File: src/verilog/oasp_map.vh
// constants shared by the or / carry-or / stack pull execute unit
// assumes an 8-bit core with a 256-byte direct space and a 256-bit bit space
`ifndef OASP_MAP_VH
`define OASP_MAP_VH

// opcodes handled by this unit
`define OASP_OP_ACC_REG_HI 5'h09
`define OASP_OP_ACC_DIR 8'h45
`define OASP_OP_ACC_IND_HI 7'h23
`define OASP_OP_ACC_IMM 8'h44
`define OASP_OP_DIR_IMM 8'h43
`define OASP_OP_C_BIT 8'h72
`define OASP_OP_C_NBIT 8'ha0
`define OASP_OP_POP 8'hd0

// direct addresses of the state kept inside this unit
`define OASP_ADDR_ACC 8'he0
`define OASP_ADDR_SP 8'h81
`define OASP_ADDR_PSW 8'hd0

// status word field positions
`define OASP_PSW_CY 7
`define OASP_PSW_RS_HI 4
`define OASP_PSW_RS_LO 3
`define OASP_PSW_OV 2
`define OASP_PSW_P 0

// reset values
`define OASP_RST_ACC 8'h00
`define OASP_RST_SP 8'h07
`define OASP_RST_PSW 8'h00

// bit addresses from this value upward select bits of byte registers
`define OASP_BIT_SFR_BASE 8'h80

// clock cycles spent in execution per instruction class
`define OASP_CYC_SHORT 1
`define OASP_CYC_LONG 2

`endif

File: src/verilog/oasp_alu.v
// byte or unit and bit operand picker for the execute unit
// assumes purely combinational use by the main execute module
`timescale 1ns/1ps

module oasp_alu #(
  parameter W = 8
) (
  // byte operands
  input wire [W-1:0] opa_i,
  input wire [W-1:0] opb_i,
  // bit operand source byte and selection
  input wire [W-1:0] bit_byte_i,
  input wire [2:0] bit_sel_i,
  input wire bit_inv_i,
  // results
  output wire [W-1:0] or_res_o,
  output wire bit_val_o
);

  // bitwise or of the two byte operands
  assign or_res_o = opa_i | opb_i;

  // complement only the copy used as source; the stored bit is never written
  assign bit_val_o = bit_byte_i[bit_sel_i] ^ bit_inv_i;

endmodule

File: src/verilog/oasp_exec.v
// execute unit for byte or, carry or and stack pull instructions
// assumes the direct space, internal ram and bit space answer within the
// same cycle in which the address and read strobe are presented
`timescale 1ns/1ps
`include "oasp_map.vh"

module oasp_exec #(
  parameter W = 8
) (
  // clock, reset and enable
  input wire clock_i,
  input wire nrst_i,
  input wire ce_i,
  // instruction issue
  input wire start_i,
  input wire [7:0] opcode_i,
  input wire [7:0] byte2_i,
  input wire [7:0] byte3_i,
  // indirect pointer registers of the current bank
  input wire [W-1:0] ptr0_i,
  input wire [W-1:0] ptr1_i,
  // read answers
  input wire [W-1:0] dir_rdata_i,
  input wire [W-1:0] ram_rdata_i,
  input wire [W-1:0] bit_byte_i,
  // instruction status
  output reg busy_o,
  output reg done_o,
  output reg illegal_o,
  // direct space access
  output reg [7:0] dir_addr_o,
  output reg dir_rd_o,
  output reg dir_latch_o,
  output reg dir_wr_o,
  output reg [W-1:0] dir_wdata_o,
  // internal ram access
  output reg [7:0] ram_addr_o,
  output reg ram_rd_o,
  // bit space access
  output reg [7:0] bit_addr_o,
  output reg bit_rd_o,
  // core state kept here
  output reg [W-1:0] acc_o,
  output reg [7:0] sp_o,
  output reg [7:0] psw_o
);

  // sequencer states
  localparam [1:0] S_IDLE = 2'b00;
  localparam [1:0] S_EX1 = 2'b01;
  localparam [1:0] S_EX2 = 2'b10;

  // instruction classes
  localparam [2:0] C_ACC_REG = 3'd0;
  localparam [2:0] C_ACC_DIR = 3'd1;
  localparam [2:0] C_ACC_IND = 3'd2;
  localparam [2:0] C_ACC_IMM = 3'd3;
  localparam [2:0] C_DIR_IMM = 3'd4;
  localparam [2:0] C_C_BIT = 3'd5;
  localparam [2:0] C_C_NBIT = 3'd6;
  localparam [2:0] C_POP = 3'd7;

  reg [1:0] state_q;
  reg [1:0] state_d;
  reg [2:0] cls_q;
  reg [2:0] cls_d;
  reg [7:0] imm_q;
  reg [7:0] imm_d;
  reg [W-1:0] acc_d;
  reg [7:0] sp_d;
  reg [7:0] psw_d;
  reg busy_d;
  reg done_d;
  reg illegal_d;
  reg [7:0] dir_addr_d;
  reg dir_rd_d;
  reg dir_latch_d;
  reg dir_wr_d;
  reg [W-1:0] dir_wdata_d;
  reg [7:0] ram_addr_d;
  reg ram_rd_d;
  reg [7:0] bit_addr_d;
  reg bit_rd_d;
  reg [W-1:0] dir_val;
  reg [W-1:0] bit_src;
  reg [W-1:0] or_b;
  reg wr_go;
  reg [W-1:0] wr_val;
  wire [W-1:0] or_res;
  wire bit_val;
  wire [7:0] bit_byte_addr;

  // byte that holds the addressed bit; low bit addresses live in ram 20h-2fh
  assign bit_byte_addr = (bit_addr_o >= `OASP_BIT_SFR_BASE) ?
                         {bit_addr_o[7:3], 3'b000} : {4'h2, bit_addr_o[6:3]};

  // direct reads of state held here bypass the outside direct space
  always @* begin
    if (dir_addr_o == `OASP_ADDR_ACC) begin
      dir_val = acc_o;
    end else if (dir_addr_o == `OASP_ADDR_SP) begin
      dir_val = sp_o;
    end else if (dir_addr_o == `OASP_ADDR_PSW) begin
      dir_val = psw_o;
    end else begin
      dir_val = dir_rdata_i;
    end
  end

  // bit operand source byte, again internal state first
  always @* begin
    if (bit_byte_addr == `OASP_ADDR_ACC) begin
      bit_src = acc_o;
    end else if (bit_byte_addr == `OASP_ADDR_PSW) begin
      bit_src = psw_o;
    end else begin
      bit_src = bit_byte_i;
    end
  end

  // second or operand depends on the addressing form
  always @* begin
    case (cls_q)
      C_ACC_IND: or_b = ram_rdata_i;
      C_ACC_IMM: or_b = imm_q;
      C_DIR_IMM: or_b = imm_q;
      default: or_b = dir_val;
    endcase
  end

  // shared or datapath and bit picker
  oasp_alu #(
    .W(W)
  ) u_alu (
    .opa_i(cls_q == C_DIR_IMM ? dir_val : acc_o),
    .opb_i(or_b),
    .bit_byte_i(bit_src),
    .bit_sel_i(bit_addr_o[2:0]),
    .bit_inv_i(cls_q == C_C_NBIT),
    .or_res_o(or_res),
    .bit_val_o(bit_val)
  );

  // next-state and datapath decisions
  always @* begin
    state_d = state_q;
    cls_d = cls_q;
    imm_d = imm_q;
    acc_d = acc_o;
    sp_d = sp_o;
    psw_d = psw_o;
    busy_d = busy_o;
    done_d = 1'b0;
    illegal_d = 1'b0;
    dir_addr_d = dir_addr_o;
    dir_rd_d = 1'b0;
    dir_latch_d = 1'b0;
    dir_wr_d = 1'b0;
    dir_wdata_d = dir_wdata_o;
    ram_addr_d = ram_addr_o;
    ram_rd_d = 1'b0;
    bit_addr_d = bit_addr_o;
    bit_rd_d = 1'b0;
    wr_go = 1'b0;
    wr_val = or_res;
    case (state_q)
      S_IDLE: begin
        if (start_i) begin
          imm_d = byte3_i;
          state_d = S_EX1;
          busy_d = 1'b1;
          // decode and present the operand fetch for the next cycle
          if (opcode_i[7:3] == `OASP_OP_ACC_REG_HI) begin
            cls_d = C_ACC_REG;
            dir_addr_d = {3'b000, psw_o[`OASP_PSW_RS_HI:`OASP_PSW_RS_LO], opcode_i[2:0]};
            dir_rd_d = 1'b1;
          end else if (opcode_i == `OASP_OP_ACC_DIR) begin
            cls_d = C_ACC_DIR;
            dir_addr_d = byte2_i;
            dir_rd_d = 1'b1;
          end else if (opcode_i[7:1] == `OASP_OP_ACC_IND_HI) begin
            cls_d = C_ACC_IND;
            ram_addr_d = opcode_i[0] ? ptr1_i : ptr0_i;
            ram_rd_d = 1'b1;
          end else if (opcode_i == `OASP_OP_ACC_IMM) begin
            cls_d = C_ACC_IMM;
            imm_d = byte2_i;
          end else if (opcode_i == `OASP_OP_DIR_IMM) begin
            cls_d = C_DIR_IMM;
            dir_addr_d = byte2_i;
            dir_rd_d = 1'b1;
            dir_latch_d = 1'b1;
          end else if (opcode_i == `OASP_OP_C_BIT) begin
            cls_d = C_C_BIT;
            bit_addr_d = byte2_i;
            bit_rd_d = 1'b1;
          end else if (opcode_i == `OASP_OP_C_NBIT) begin
            cls_d = C_C_NBIT;
            bit_addr_d = byte2_i;
            bit_rd_d = 1'b1;
          end else if (opcode_i == `OASP_OP_POP) begin
            cls_d = C_POP;
            ram_addr_d = sp_o;
            ram_rd_d = 1'b1;
            dir_addr_d = byte2_i;
          end else begin
            // not ours: flag it and stay idle so the core can route it
            state_d = S_IDLE;
            busy_d = 1'b0;
            illegal_d = 1'b1;
          end
        end
      end
      S_EX1: begin
        case (cls_q)
          C_DIR_IMM: begin
            wr_go = 1'b1;
            state_d = S_EX2;
          end
          C_C_BIT, C_C_NBIT: begin
            // carry can only be set here; a zero source leaves it alone
            if (bit_val) begin
              psw_d[`OASP_PSW_CY] = 1'b1;
            end
            state_d = S_EX2;
          end
          C_POP: begin
            sp_d = sp_o - 8'h01;
            wr_go = 1'b1;
            wr_val = ram_rdata_i;
            state_d = S_EX2;
          end
          default: begin
            // accumulator forms finish here
            acc_d = or_res;
            done_d = 1'b1;
            busy_d = 1'b0;
            state_d = S_IDLE;
          end
        endcase
      end
      S_EX2: begin
        // second cycle of two-cycle forms; the outside write lands here
        done_d = 1'b1;
        busy_d = 1'b0;
        state_d = S_IDLE;
      end
      default: begin
        state_d = S_IDLE;
        busy_d = 1'b0;
      end
    endcase
    // destination write; pointer load overrides the decrement above
    if (wr_go) begin
      if (dir_addr_o == `OASP_ADDR_ACC) begin
        acc_d = wr_val;
      end else if (dir_addr_o == `OASP_ADDR_SP) begin
        sp_d = wr_val;
      end else if (dir_addr_o == `OASP_ADDR_PSW) begin
        psw_d = wr_val;
      end else begin
        dir_wr_d = 1'b1;
        dir_wdata_d = wr_val;
      end
    end
    // parity always follows the accumulator and nothing else
    psw_d[`OASP_PSW_P] = ^acc_d;
  end

  // state registers; all frozen while the clock enable is low, except that the synchronous reset still loads them
  always @(posedge clock_i) begin
    if (!nrst_i) begin
      state_q <= S_IDLE;
      cls_q <= C_ACC_REG;
      imm_q <= 8'h00;
      acc_o <= `OASP_RST_ACC;
      sp_o <= `OASP_RST_SP;
      psw_o <= `OASP_RST_PSW;
      busy_o <= 1'b0;
      done_o <= 1'b0;
      illegal_o <= 1'b0;
      dir_addr_o <= 8'h00;
      dir_rd_o <= 1'b0;
      dir_latch_o <= 1'b0;
      dir_wr_o <= 1'b0;
      dir_wdata_o <= {W{1'b0}};
      ram_addr_o <= 8'h00;
      ram_rd_o <= 1'b0;
      bit_addr_o <= 8'h00;
      bit_rd_o <= 1'b0;
    end else if (ce_i) begin
      state_q <= state_d;
      cls_q <= cls_d;
      imm_q <= imm_d;
      acc_o <= acc_d;
      sp_o <= sp_d;
      psw_o <= psw_d;
      busy_o <= busy_d;
      done_o <= done_d;
      illegal_o <= illegal_d;
      dir_addr_o <= dir_addr_d;
      dir_rd_o <= dir_rd_d;
      dir_latch_o <= dir_latch_d;
      dir_wr_o <= dir_wr_d;
      dir_wdata_o <= dir_wdata_d;
      ram_addr_o <= ram_addr_d;
      ram_rd_o <= ram_rd_d;
      bit_addr_o <= bit_addr_d;
      bit_rd_o <= bit_rd_d;
    end
  end

endmodule

File: config.mk
export PLATFORM = sky130hd
export DESIGN_NAME = oasp_exec
export DESIGN_NICKNAME = d
export VERILOG_FILES = /design/src/verilog/oasp_alu.v /design/src/verilog/oasp_exec.v
export VERILOG_INCLUDE_DIRS = /design/src /design/src/verilog
export SDC_FILE = /design/constraint.sdc
export NUM_CORES = 1
export LEC_CHECK = 0
export BUFFER_PORTS_ARGS = -buffer_cell sky130_fd_sc_hd__buf_2
export CAP_MARGIN = 20
export CORE_MARGIN = 3
export CORE_UTILIZATION = 50
export CTS_BUF_LIST = sky130_fd_sc_hd__clkbuf_8
export CTS_CLUSTER_SIZE = 16
export DETAILED_ROUTE_END_ITERATION = 6
export PLACE_DENSITY_LB_ADDON = 0.3
export SKIP_CTS_REPAIR_TIMING = 1
export SLEW_MARGIN = 20
export SYNTH_ARGS = -nofsm -noshare
export SYNTH_HDL_FRONTEND = slang
export SYNTH_SLANG_ARGS = --single-unit
File: constraint.sdc
create_clock -name clock_i -period 3.1 [get_ports clock_i]
set_input_delay 0.31 -clock clock_i [delete_from_list [all_inputs] [get_ports clock_i]]
set_output_delay 0.31 -clock clock_i [all_outputs]
set_load 0.01 [all_outputs]
After elaboration in Yosys (flattened, before gate mapping). Cells that the tools add are included.

$add $sub $neg: 1. Order comparisons: 2. Equality and inequality tests: 31. Muxes and demuxes: 126. Bitwise logic cells: 10. Reduce and logical (&&, ||, !) cells: 19.

Operator list (count): 2-to-1 mux 8 bit (43); 2-to-1 mux 1 bit (68); == test 8 bit, second input constant (7); == test 8 x 7 -> 1 bit, second input constant (4); 2-to-1 mux 3 bit (8); case mux 8 bit (2 select lines) (1); == test 3 bit, second input constant (4); inequality test 2 bit, second input constant (6); AND reduction 10 bit (1); AND reduction 5 bit (2); AND reduction 9 bit (1); greater-or-equal comparator 8 bit, second input constant (1); inequality test 4 bit, second input constant (2); NOT 1 bit (8); OR 8 bit (1); AND reduction 8 bit (1); nonzero test 8 bit (1); XOR reduction 8 bit (1); subtractor 8 x 1 -> 8 bit, second input constant (1); == test 7 x 6 -> 1 bit, second input constant (1); == test 3 x 2 -> 1 bit, second input constant (2); inequality test 3 bit, second input constant (2); AND reduction 3 bit (2); OR reduction 2 bit (3); 15 further kinds (18).

Register bits after elaboration: 77. Bits of input ports: 68. Output and inout port bits: 64. Word-level logic and storage cells: 208.

Depth between registers and ports, before layout. Gate-level depths: netlist of the first run.

Depth in word-level cells: 15. Mapped depth: 13. Mapped depth without buffers: 11.

Modules after synthesis. From an unflattened synthesis of the first run, not the netlist that was laid out.

Cell total of the unflattened synthesis: 578. Area, all modules: 4735.8 µm².

Modules (own cells, without submodules): oasp_exec (times used 1, cells each 563, area each 4609.4 µm², sequential area each 1541.5 µm²); oasp_alu (times used 1, cells each 15, area each 126.4 µm², sequential area each 0.0 µm²).

Worst setup path after synthesis of the first run. No wires, ideal clock.

Path kind: flip-flop to flip-flop. Start point: reg dir_addr_o[5]. End point: reg psw_o[0]. Setup time: 117 ps. Arrival time: 2571 ps. Required time: 2983 ps. Setup slack: 412 ps. Cell stages (with the launch flop): 12. Path buffers: 2. Period minus slack after synthesis: 2688 ps. Cell sequence: dfxtp_1 > buf_4 > or3b_1 > buf_2 > or3_1 > a21oi_1 > o21ai_1 > a222oi_1 > xnor3_1 > xnor3_1 > xnor2_1 > o21ai_1.

Longest elaborated chain between the ends: 11. Elaborated cells on any way between the ends: 16. Classes of those cells: eq/ne: 3; mux: 11; bitwise: 1; reduce/logical: 1.

RTL lines: start: declaration (line oasp_exec.v:31) `output reg [7:0] dir_addr_o,`; start signal: assignment (line oasp_exec.v:301) `dir_addr_o <= dir_addr_d;`; == test 8 bit (no source line); 2-to-1 mux 8 bit (line oasp_exec.v:103) `` end else if (dir_addr_o == `OASP_ADDR_PSW) begin ``; 2-to-1 mux 8 bit (line oasp_exec.v:101) `` end else if (dir_addr_o == `OASP_ADDR_SP) begin ``; 2-to-1 mux 8 bit (line oasp_exec.v:99) `` if (dir_addr_o == `OASP_ADDR_ACC) begin ``; case mux 8 bit (2 select lines) or 2-to-1 mux 8 bit (tied branches) (line oasp_exec.v:123, oasp_exec.v:135); OR 8 bit (line oasp_alu.v:21) `assign or_res_o = opa_i | opb_i;`; 2-to-1 mux 8 bit (line oasp_exec.v:215) `case (cls_q)`; 2-to-1 mux 8 bit (line oasp_exec.v:166) `case (state_q)`; 2-to-1 mux 8 bit (line oasp_exec.v:255) `` if (dir_addr_o == `OASP_ADDR_ACC) begin ``; 2-to-1 mux 8 bit * (line oasp_exec.v:254) `if (wr_go) begin`; XOR reduction 8 bit * (line oasp_exec.v:267) `` psw_d[`OASP_PSW_P] = ^acc_d; ``; end signal: assignment (line oasp_exec.v:278) `` psw_o <= `OASP_RST_PSW; ``; end signal: assignment (line oasp_exec.v:297) `psw_o <= psw_d;`; end: declaration (line oasp_exec.v:45) `output reg [7:0] psw_o`.

Mark *: on every way between the ends. The rest lies on a longest branch, timed or not. A chain may end at the register's enable or synchronous reset.

Worst setup path in the final report of the first run.
Start point: reg dir_addr_o[0]. End point: reg psw_o[0].

The elaborated chain is that of the path after synthesis.

==> key figures, run 1 <==
Yosys
  • Yosys reg bits: 77
  • Post-synth top area cell: dfxtp_1
  • Sequential area share after synthesis: 33.8%
  • Average size of a mapped cell: 8.04 µm²
  • Top cells by area, synth: dfxtp_1 (34%), nor2_1 (9.0%), mux2i_1 (8.8%), a21oi_1 (5.7%), o21ai_0 (3.6%)
  • Netlist Area Pre-Place: 0.00456 mm²
  • Compound-Gate Fraction of Synth Area: roughly a fifth
  • Top_reg_cell synth: dfxtp_1
  • Ys Warns: 0
  • Synth Area in XOR/XNOR: 1.95%
  • Post-Synth Simple-Gate Area: 24.0%
  • Yosys cell types: 57
  • Syn_nets: 640
  • Post-Synth Adder-Cell Area: 1.10%
  • Yosys top cell area share: approximately 34%
  • Post-synth EDFFs: 0
  • Mux contribution to synthesized area: between 10% and 20%
  • Synth Instances: between 500 and 600
  • Combinational family with the most area after synthesis: simple AND/OR/NAND/NOR gates
  • Fraction of registers with async set or reset after synthesis: 0%

Timing
  • Fin crit period: 2920 ps
  • Max Slew Vio Count: 0
  • Worst Tran Pin Value: just under 1000 ps
  • Fmax: 342 MHz
  • RSZ-0062 raised after global routing: false
  • Period utilization: 94.4%
  • Setup TNS: 0 ps
  • Final Hold Violating Endpoints: 0
  • Final Skew: 12.6 ps
  • Final setup viols: 0
  • Relative slew slack: 35.7%

Clock network
  • TritonCTS clock tree: yes
  • Clock sink total: 77
  • H-tree depth: 3
  • Max clock buf depth: 2
  • Worst skew pair latency: approximately 350 ps
  • Worst-path clk slew: 80 ps
  • Num CTS Buffers: 9
  • CTS Root Cell: clkbuf_8

Power
  • VDD IR max: 0.221 mV
  • Sw power: 0.540 mW
  • Sw Share: 25.8%
  • Pwr dens: approximately 370 mW/mm²
  • Power Total: 2.10 mW
  • Internal power: 1.55 mW
  • Clock share of power: 39.9%
  • Leakage power: 2.52 nW
  • Seq pwr share: 48.8%
  • Combinational power share: 11.3%

Route
  • Post-DRT Antenna Nets: 0
  • Wire per inst: 20.1 µm
  • DRT Pass-1 Iters: 5
  • 1st-iter DRT viols: a little over 500
  • Vias post-DR: 4952
  • Post-route DRC: 0
  • Drt total wl: roughly 16000 µm
  • Vias/cell: 6.08

Run
  • Max cap viols: 0

Placement
  • Gpl congestion: between 0.9 and 1
  • Post-DP HPWL: 12700 µm
  • DP Area: 0.00541 mm²
  • IO buf count: 131

Outcome
  • Outcome: finished clean

Floorplanning
  • # rows: 34
  • Initial core utilization: 51.8%
  • I/O pin count: 132
  • Die span in x: 102 µm
  • Area of the core: 0.00881 mm²
  • Die footprint: 0.0103 mm²
  • Die Y-Extent: slightly above 100 µm

Hold path
  • Worst min-delay path category: in -> reg
  • Worst Hold Path Cells: 3
  • Hold EP: bit_addr_o[3]
  • Min-delay src: byte2_i[3]

Setup path
  • Worst setup SP type: flop
  • Worst path required time: 3340 ps
  • Worst-case reg-to-reg path depth: 9
  • Setup crit end kind: flop
  • WS Path Type: reg -> reg
  • Reg-to-reg critical path endpoint: psw_o[0]
  • CP max stage delay: around 490 ps
  • Slowest CP cell: dfxtp_1
  • Max FO, Critical Path: 11
  • FF-to-FF Start: dir_addr_o[0]
  • Reg2reg setup slack: 180 ps
  • Crit-path cells: or3b_1 -> or3_1 -> a21oi_1 -> o21ai_1 -> a222oi_1 -> xnor3_1 -> xnor3_1 -> xnor2_1 -> o21ai_1
  • WP data arrival: 3170 ps

Cells and area
  • Area Growth Syn to Fin: 23.8%
  • Layout net count: 773
  • Most frequent cells in the layout: buf_2 (131), nor2_1 (109), dfxtp_1 (76)
  • Share of post-route cells with drive strength above 1: 28.9%
  • Commonest non-fill, non-tap cell in the layout: buf_2
  • Antenna Cells: 0
  • Design Area, Final: 0.00565 mm²
  • Final core occ: between 60% and 70%

Global routing
  • Grt ovf: 0
  • Initial antenna violation count: 0
  • Global-route wire length before repair: roughly 25000 µm
  • Largest net degree at the start of global routing: 53
  • Vias in the first global route: 4517
  • GRT Overall Usage: 31.5%
## per-layer routing
| layer | share of wire [%] | wire length [µm] | vias up | GRT usage (%) |
|---|---|---|---|---|
| li1 | - | - | 2320 | - |
| met1 | 43 | 7080 | 2315 | 44.5 |
| met2 | 46 | 7450 | 278 | 48.7 |
| met3 | 8.9 | 1450 | 39 | 6.47 |
| met4 | 2.3 | 378 | 0 | 9.51 |
| met5 | 0 | 0 | - | 0 |
## cell type report
type	count	area [µm²]
clock buffers	9	124
clock inverters	7	90.1
fillers	782	3160
inverters	9	33.8
multi-input cells	445	2860
flip-flops and latches	77	1540
well taps	108	135
repair buffers	159	866
## flip-flops by register name (all words and copies together) (netlist names)
name / cells
acc_o: 8
bit_addr_o: 8
bit_rd_o: 1
busy_o: 1
cls_q: 3
dir_addr_o: 8
dir_latch_o: 1
dir_rd_o: 1
dir_wdata_o: 8
dir_wr_o: 1
done_o: 1
illegal_o: 1
imm_q: 8
psw_o: 8
ram_addr_o: 8
ram_rd_o: 1
sp_o: 8
state_q: 2
## cell usage after synthesis (7+ instances only)
library cell	n
nor2_1	109
dfxtp_1	77
a21oi_1	52
mux2i_1	40
nand2_1	40
o21ai_0	33
clkbuf_1	28
a211oi_1	20
nand3_1	13
nand3b_1	11
mux2_2	10
a222oi_1	9
nor3_1	9
inv_1	8
mux4_2	7
o21ai_1	7
or3_1	7
## power by group through the flow
stage / clock network (mW) / logic [mW] / registers (mW)
after CTS: 0.845 / 0.234 / 1.02
final: 0.835 / 0.237 / 1.02
after detailed placement: 0 / 0.233 / 1.05
after floorplan: 0 / 0.124 / 1.04
after global routing: 0.894 / 0.255 / 1.02
after global placement: 0 / 0.229 / 1.05
## worst max-delay path: cells and delay by family, from the launching register on
family,cells,cell delay [ps]
flip-flops,1,490
AO/OA/AOI/OAI,4,820
AND/OR/NAND/NOR,2,820
XOR/XNOR,3,710
## worst max-delay path by stage
stage | startpoint | end | slack (ps) | cells after the start
global route | dir_addr_o[0] | psw_o[0] | 6 | 10
finish | dir_addr_o[0] | psw_o[0] | 180 | 9
floorplan | dir_addr_o[5] | psw_o[0] | 410 | 11
detailed placement | cls_q[0] | psw_o[0] | 160 | 8
CTS | cls_q[0] | psw_o[0] | 130 | 8
global placement | cls_q[0] | psw_o[0] | 210 | 8
## kinds of logic after synthesis
kind of cell,Yosys count
DFF,77
AOI/OAI and AO/OA,149
xor gates and xnor gates,7
muxes,57
and+or+nand+nor,228
adders and majority gates,4
buffers and inverters,46
## through the flow
step / hold slack, ps / setup slack [ps] / std cells
2_1_floorplan: 454 / 412 / 568
3_3_place_gp: 445 / 213 / 797
3_5_place_dp: 457 / 165 / 797
4_1_cts: 240 / 130 / 813
5_1_grt: 258 / 6.32 / 814
6_report: 245 / 175 / 814
Power figures use the tool's default switching activity.
==> inputs of run 2 (changes only) <==
==> constraint.sdc (replaced) <==
create_clock -name clock_i -period 3.1 [get_ports clock_i]
set_input_delay 0.31 -clock clock_i [delete_from_list [all_inputs] [get_ports clock_i]]
set_output_delay 0.31 -clock clock_i [all_outputs]
set_load 0.1 [all_outputs]
==> key figures, run 2 (synthesis results as in run 1) <==
Outcome
  • Outcome: finished clean

Setup path
  • Setup crit end kind: flop
  • Reg-to-reg critical path endpoint: psw_o[0]
  • Critical path destination: psw_o[0]
  • WP data arrival: 3110 ps
  • Worst setup SP type: flop
  • Crit-path cells: or3b_1 -> o31ai_2 -> a222oi_1 -> o21ai_1 -> o21ai_1 -> xnor3_1 -> xnor3_1 -> xnor2_1 -> o21ai_1
  • CP startpoint: dir_addr_o[2]
  • Reg2reg setup slack: 240 ps
  • Worst-case reg-to-reg path depth: 9
  • FF-to-FF Start: dir_addr_o[2]
  • Max FO, Critical Path: 8
  • Cell mode on critical path: o21ai_1
  • CP max stage delay: 590 ps
  • WS Path Type: reg -> reg
  • Slowest CP cell: o31ai_2
  • Worst path required time: between 3000 and 4000 ps

Clock network
  • Max clock buf depth: 2
  • TritonCTS clock tree: yes
  • Worst skew pair latency: roughly 360 ps
  • CTS Root Cell: clkbuf_8
  • H-tree depth: 3
  • Num CTS Buffers: 9
  • Worst-path clk slew: 90 ps
  • Clock sink total: 77

Floorplanning
  • Area of the core: 0.00881 mm²
  • Initial core utilization: 51.8%
  • Die span in x: 102 µm
  • # rows: 34
  • Die footprint: ~0.010 mm²
  • I/O pin count: 132
  • Die Y-Extent: approximately 100 µm

Placement
  • IO buf count: 131
  • Gpl congestion: 0.942
  • Post-DP HPWL: 12900 µm

Run
  • Max cap viols: 0

Cells and area
  • Reg area: about 0.0016 mm²
  • Area occupied by multi-input gates: 0.00284 mm²
  • Area Growth Syn to Fin: 23.4%
  • Share of post-route cells with drive strength above 1: 29.6%
  • Antenna Cells: 0
  • Layout net count: 773
  • Most frequent cells in the layout: buf_2 (131), nor2_1 (109), dfxtp_1 (70)
  • Final core occ: 64.0%
  • Fill count: 790
  • Commonest non-fill, non-tap cell in the layout: buf_2

Route
  • Vias post-DR: 4916
  • 1st-iter DRT viols: 563
  • DRT Pass-1 Iters: 6
  • Drt total wl: between 15000 and 20000 µm
  • DR WL met3: 1660 µm
  • Post-DRT Antenna Nets: 0
  • Post-route DRC: 0
  • Metal2 WL: ~7500 µm
  • M1 wire length: 7060 µm
  • Vias/cell: 6.04
  • Top routing layer in use: met4
  • Wire per inst: 20.3 µm

Power
  • VDD IR max: 0.216 mV
  • Pwr dens: 377 mW/mm²
  • Leakage power: about 2.5 nW

Timing
  • Final setup viols: 0
  • Final Hold Violating Endpoints: 0
  • RSZ-0062 raised after global routing: false
  • Setup TNS: 0 ps
  • Final Skew: 9.47 ps
  • Relative slew slack: around a third
  • Fmax: 350 MHz
  • Period utilization: 92.1%
  • Max Slew Vio Count: 0
  • Fin crit period: 2860 ps
  • Worst Tran Pin Value: approximately 990 ps

Hold path
  • Worst min-delay path category: in -> reg

Global routing
  • Vias in the first global route: roughly 4600
  • Global-route wire length before repair: 25500 µm
  • Largest net degree at the start of global routing: 37
  • Initial antenna violation count: 0
  • GRT Overall Usage: 32.5%
  • Grt ovf: 0
-- run 2: changes by cell type in the layout (fill, tap and decap cells not counted), sizes merged --
cell	delta
clkinvlp	+2
buf	+1
clkinv	-2
bufinv	-1
-- run 2: routing by layer --
layer / vias to the layer above / GRT usage (%)
met5: - / 0
met4: 0 / 9.00
met3: 29 / 7.85
met2: 300 / 49.9
li1: 2318 / -
met1: 2269 / 45.5
-- run 2: layout make-up --
cell class	count	area share [%]
Sequential cell	77	27.5
Inverter	9	0.600
Clock inverter	6	1.24
Multi-Input combinational cell	445	50.4
Tap cell	108	2.40
Clock buffer	10	2.44
Timing Repair Buffer	159	15.4
-- run 2: where the power goes --
group          internal, mW  switching, mW
Clock                 0.400          0.422
Sequential             1.00         0.0195
Combinational        0.0998          0.181
Total                  1.50          0.622
-- run 2: critical path, delay by kind of cell (launching register included) --
family	cells	cell delay, ps
AO/OA/AOI/OAI	5	1090
XOR/XNOR	3	820
AND/OR/NAND/NOR	1	520
flip-flops	1	340
-- run 2: worst min path at each step --
stage                     to  slack (ps)        from  cells past startpoint
2_1_floorplan     state_q[0]         450  state_q[0]                      2
3_3_place_gp          done_o         440      done_o                      2
3_5_place_dp          done_o         460      done_o                      2
4_1_cts        bit_addr_o[5]         240  byte2_i[5]                      3
5_1_grt        bit_addr_o[6]         250  byte2_i[6]                      3
6_report       bit_addr_o[5]         250  byte2_i[5]                      3
-- run 2: per-stage QoR --
step | power, mW | hold WS [ps] | setup WS [ps] | instance area [µm²] | instances
after floorplan | 1.21 | 454 | 13.9 | 4570 | 568
after global placement | 1.32 | 444 | 199 | 5420 | 797
after detailed placement | 1.32 | 461 | 245 | 5430 | 798
after CTS | 2.12 | 237 | 242 | 5630 | 814
after global routing | 2.19 | 246 | 62.4 | 5630 | 814
final | 2.12 | 246 | 243 | 5630 | 814
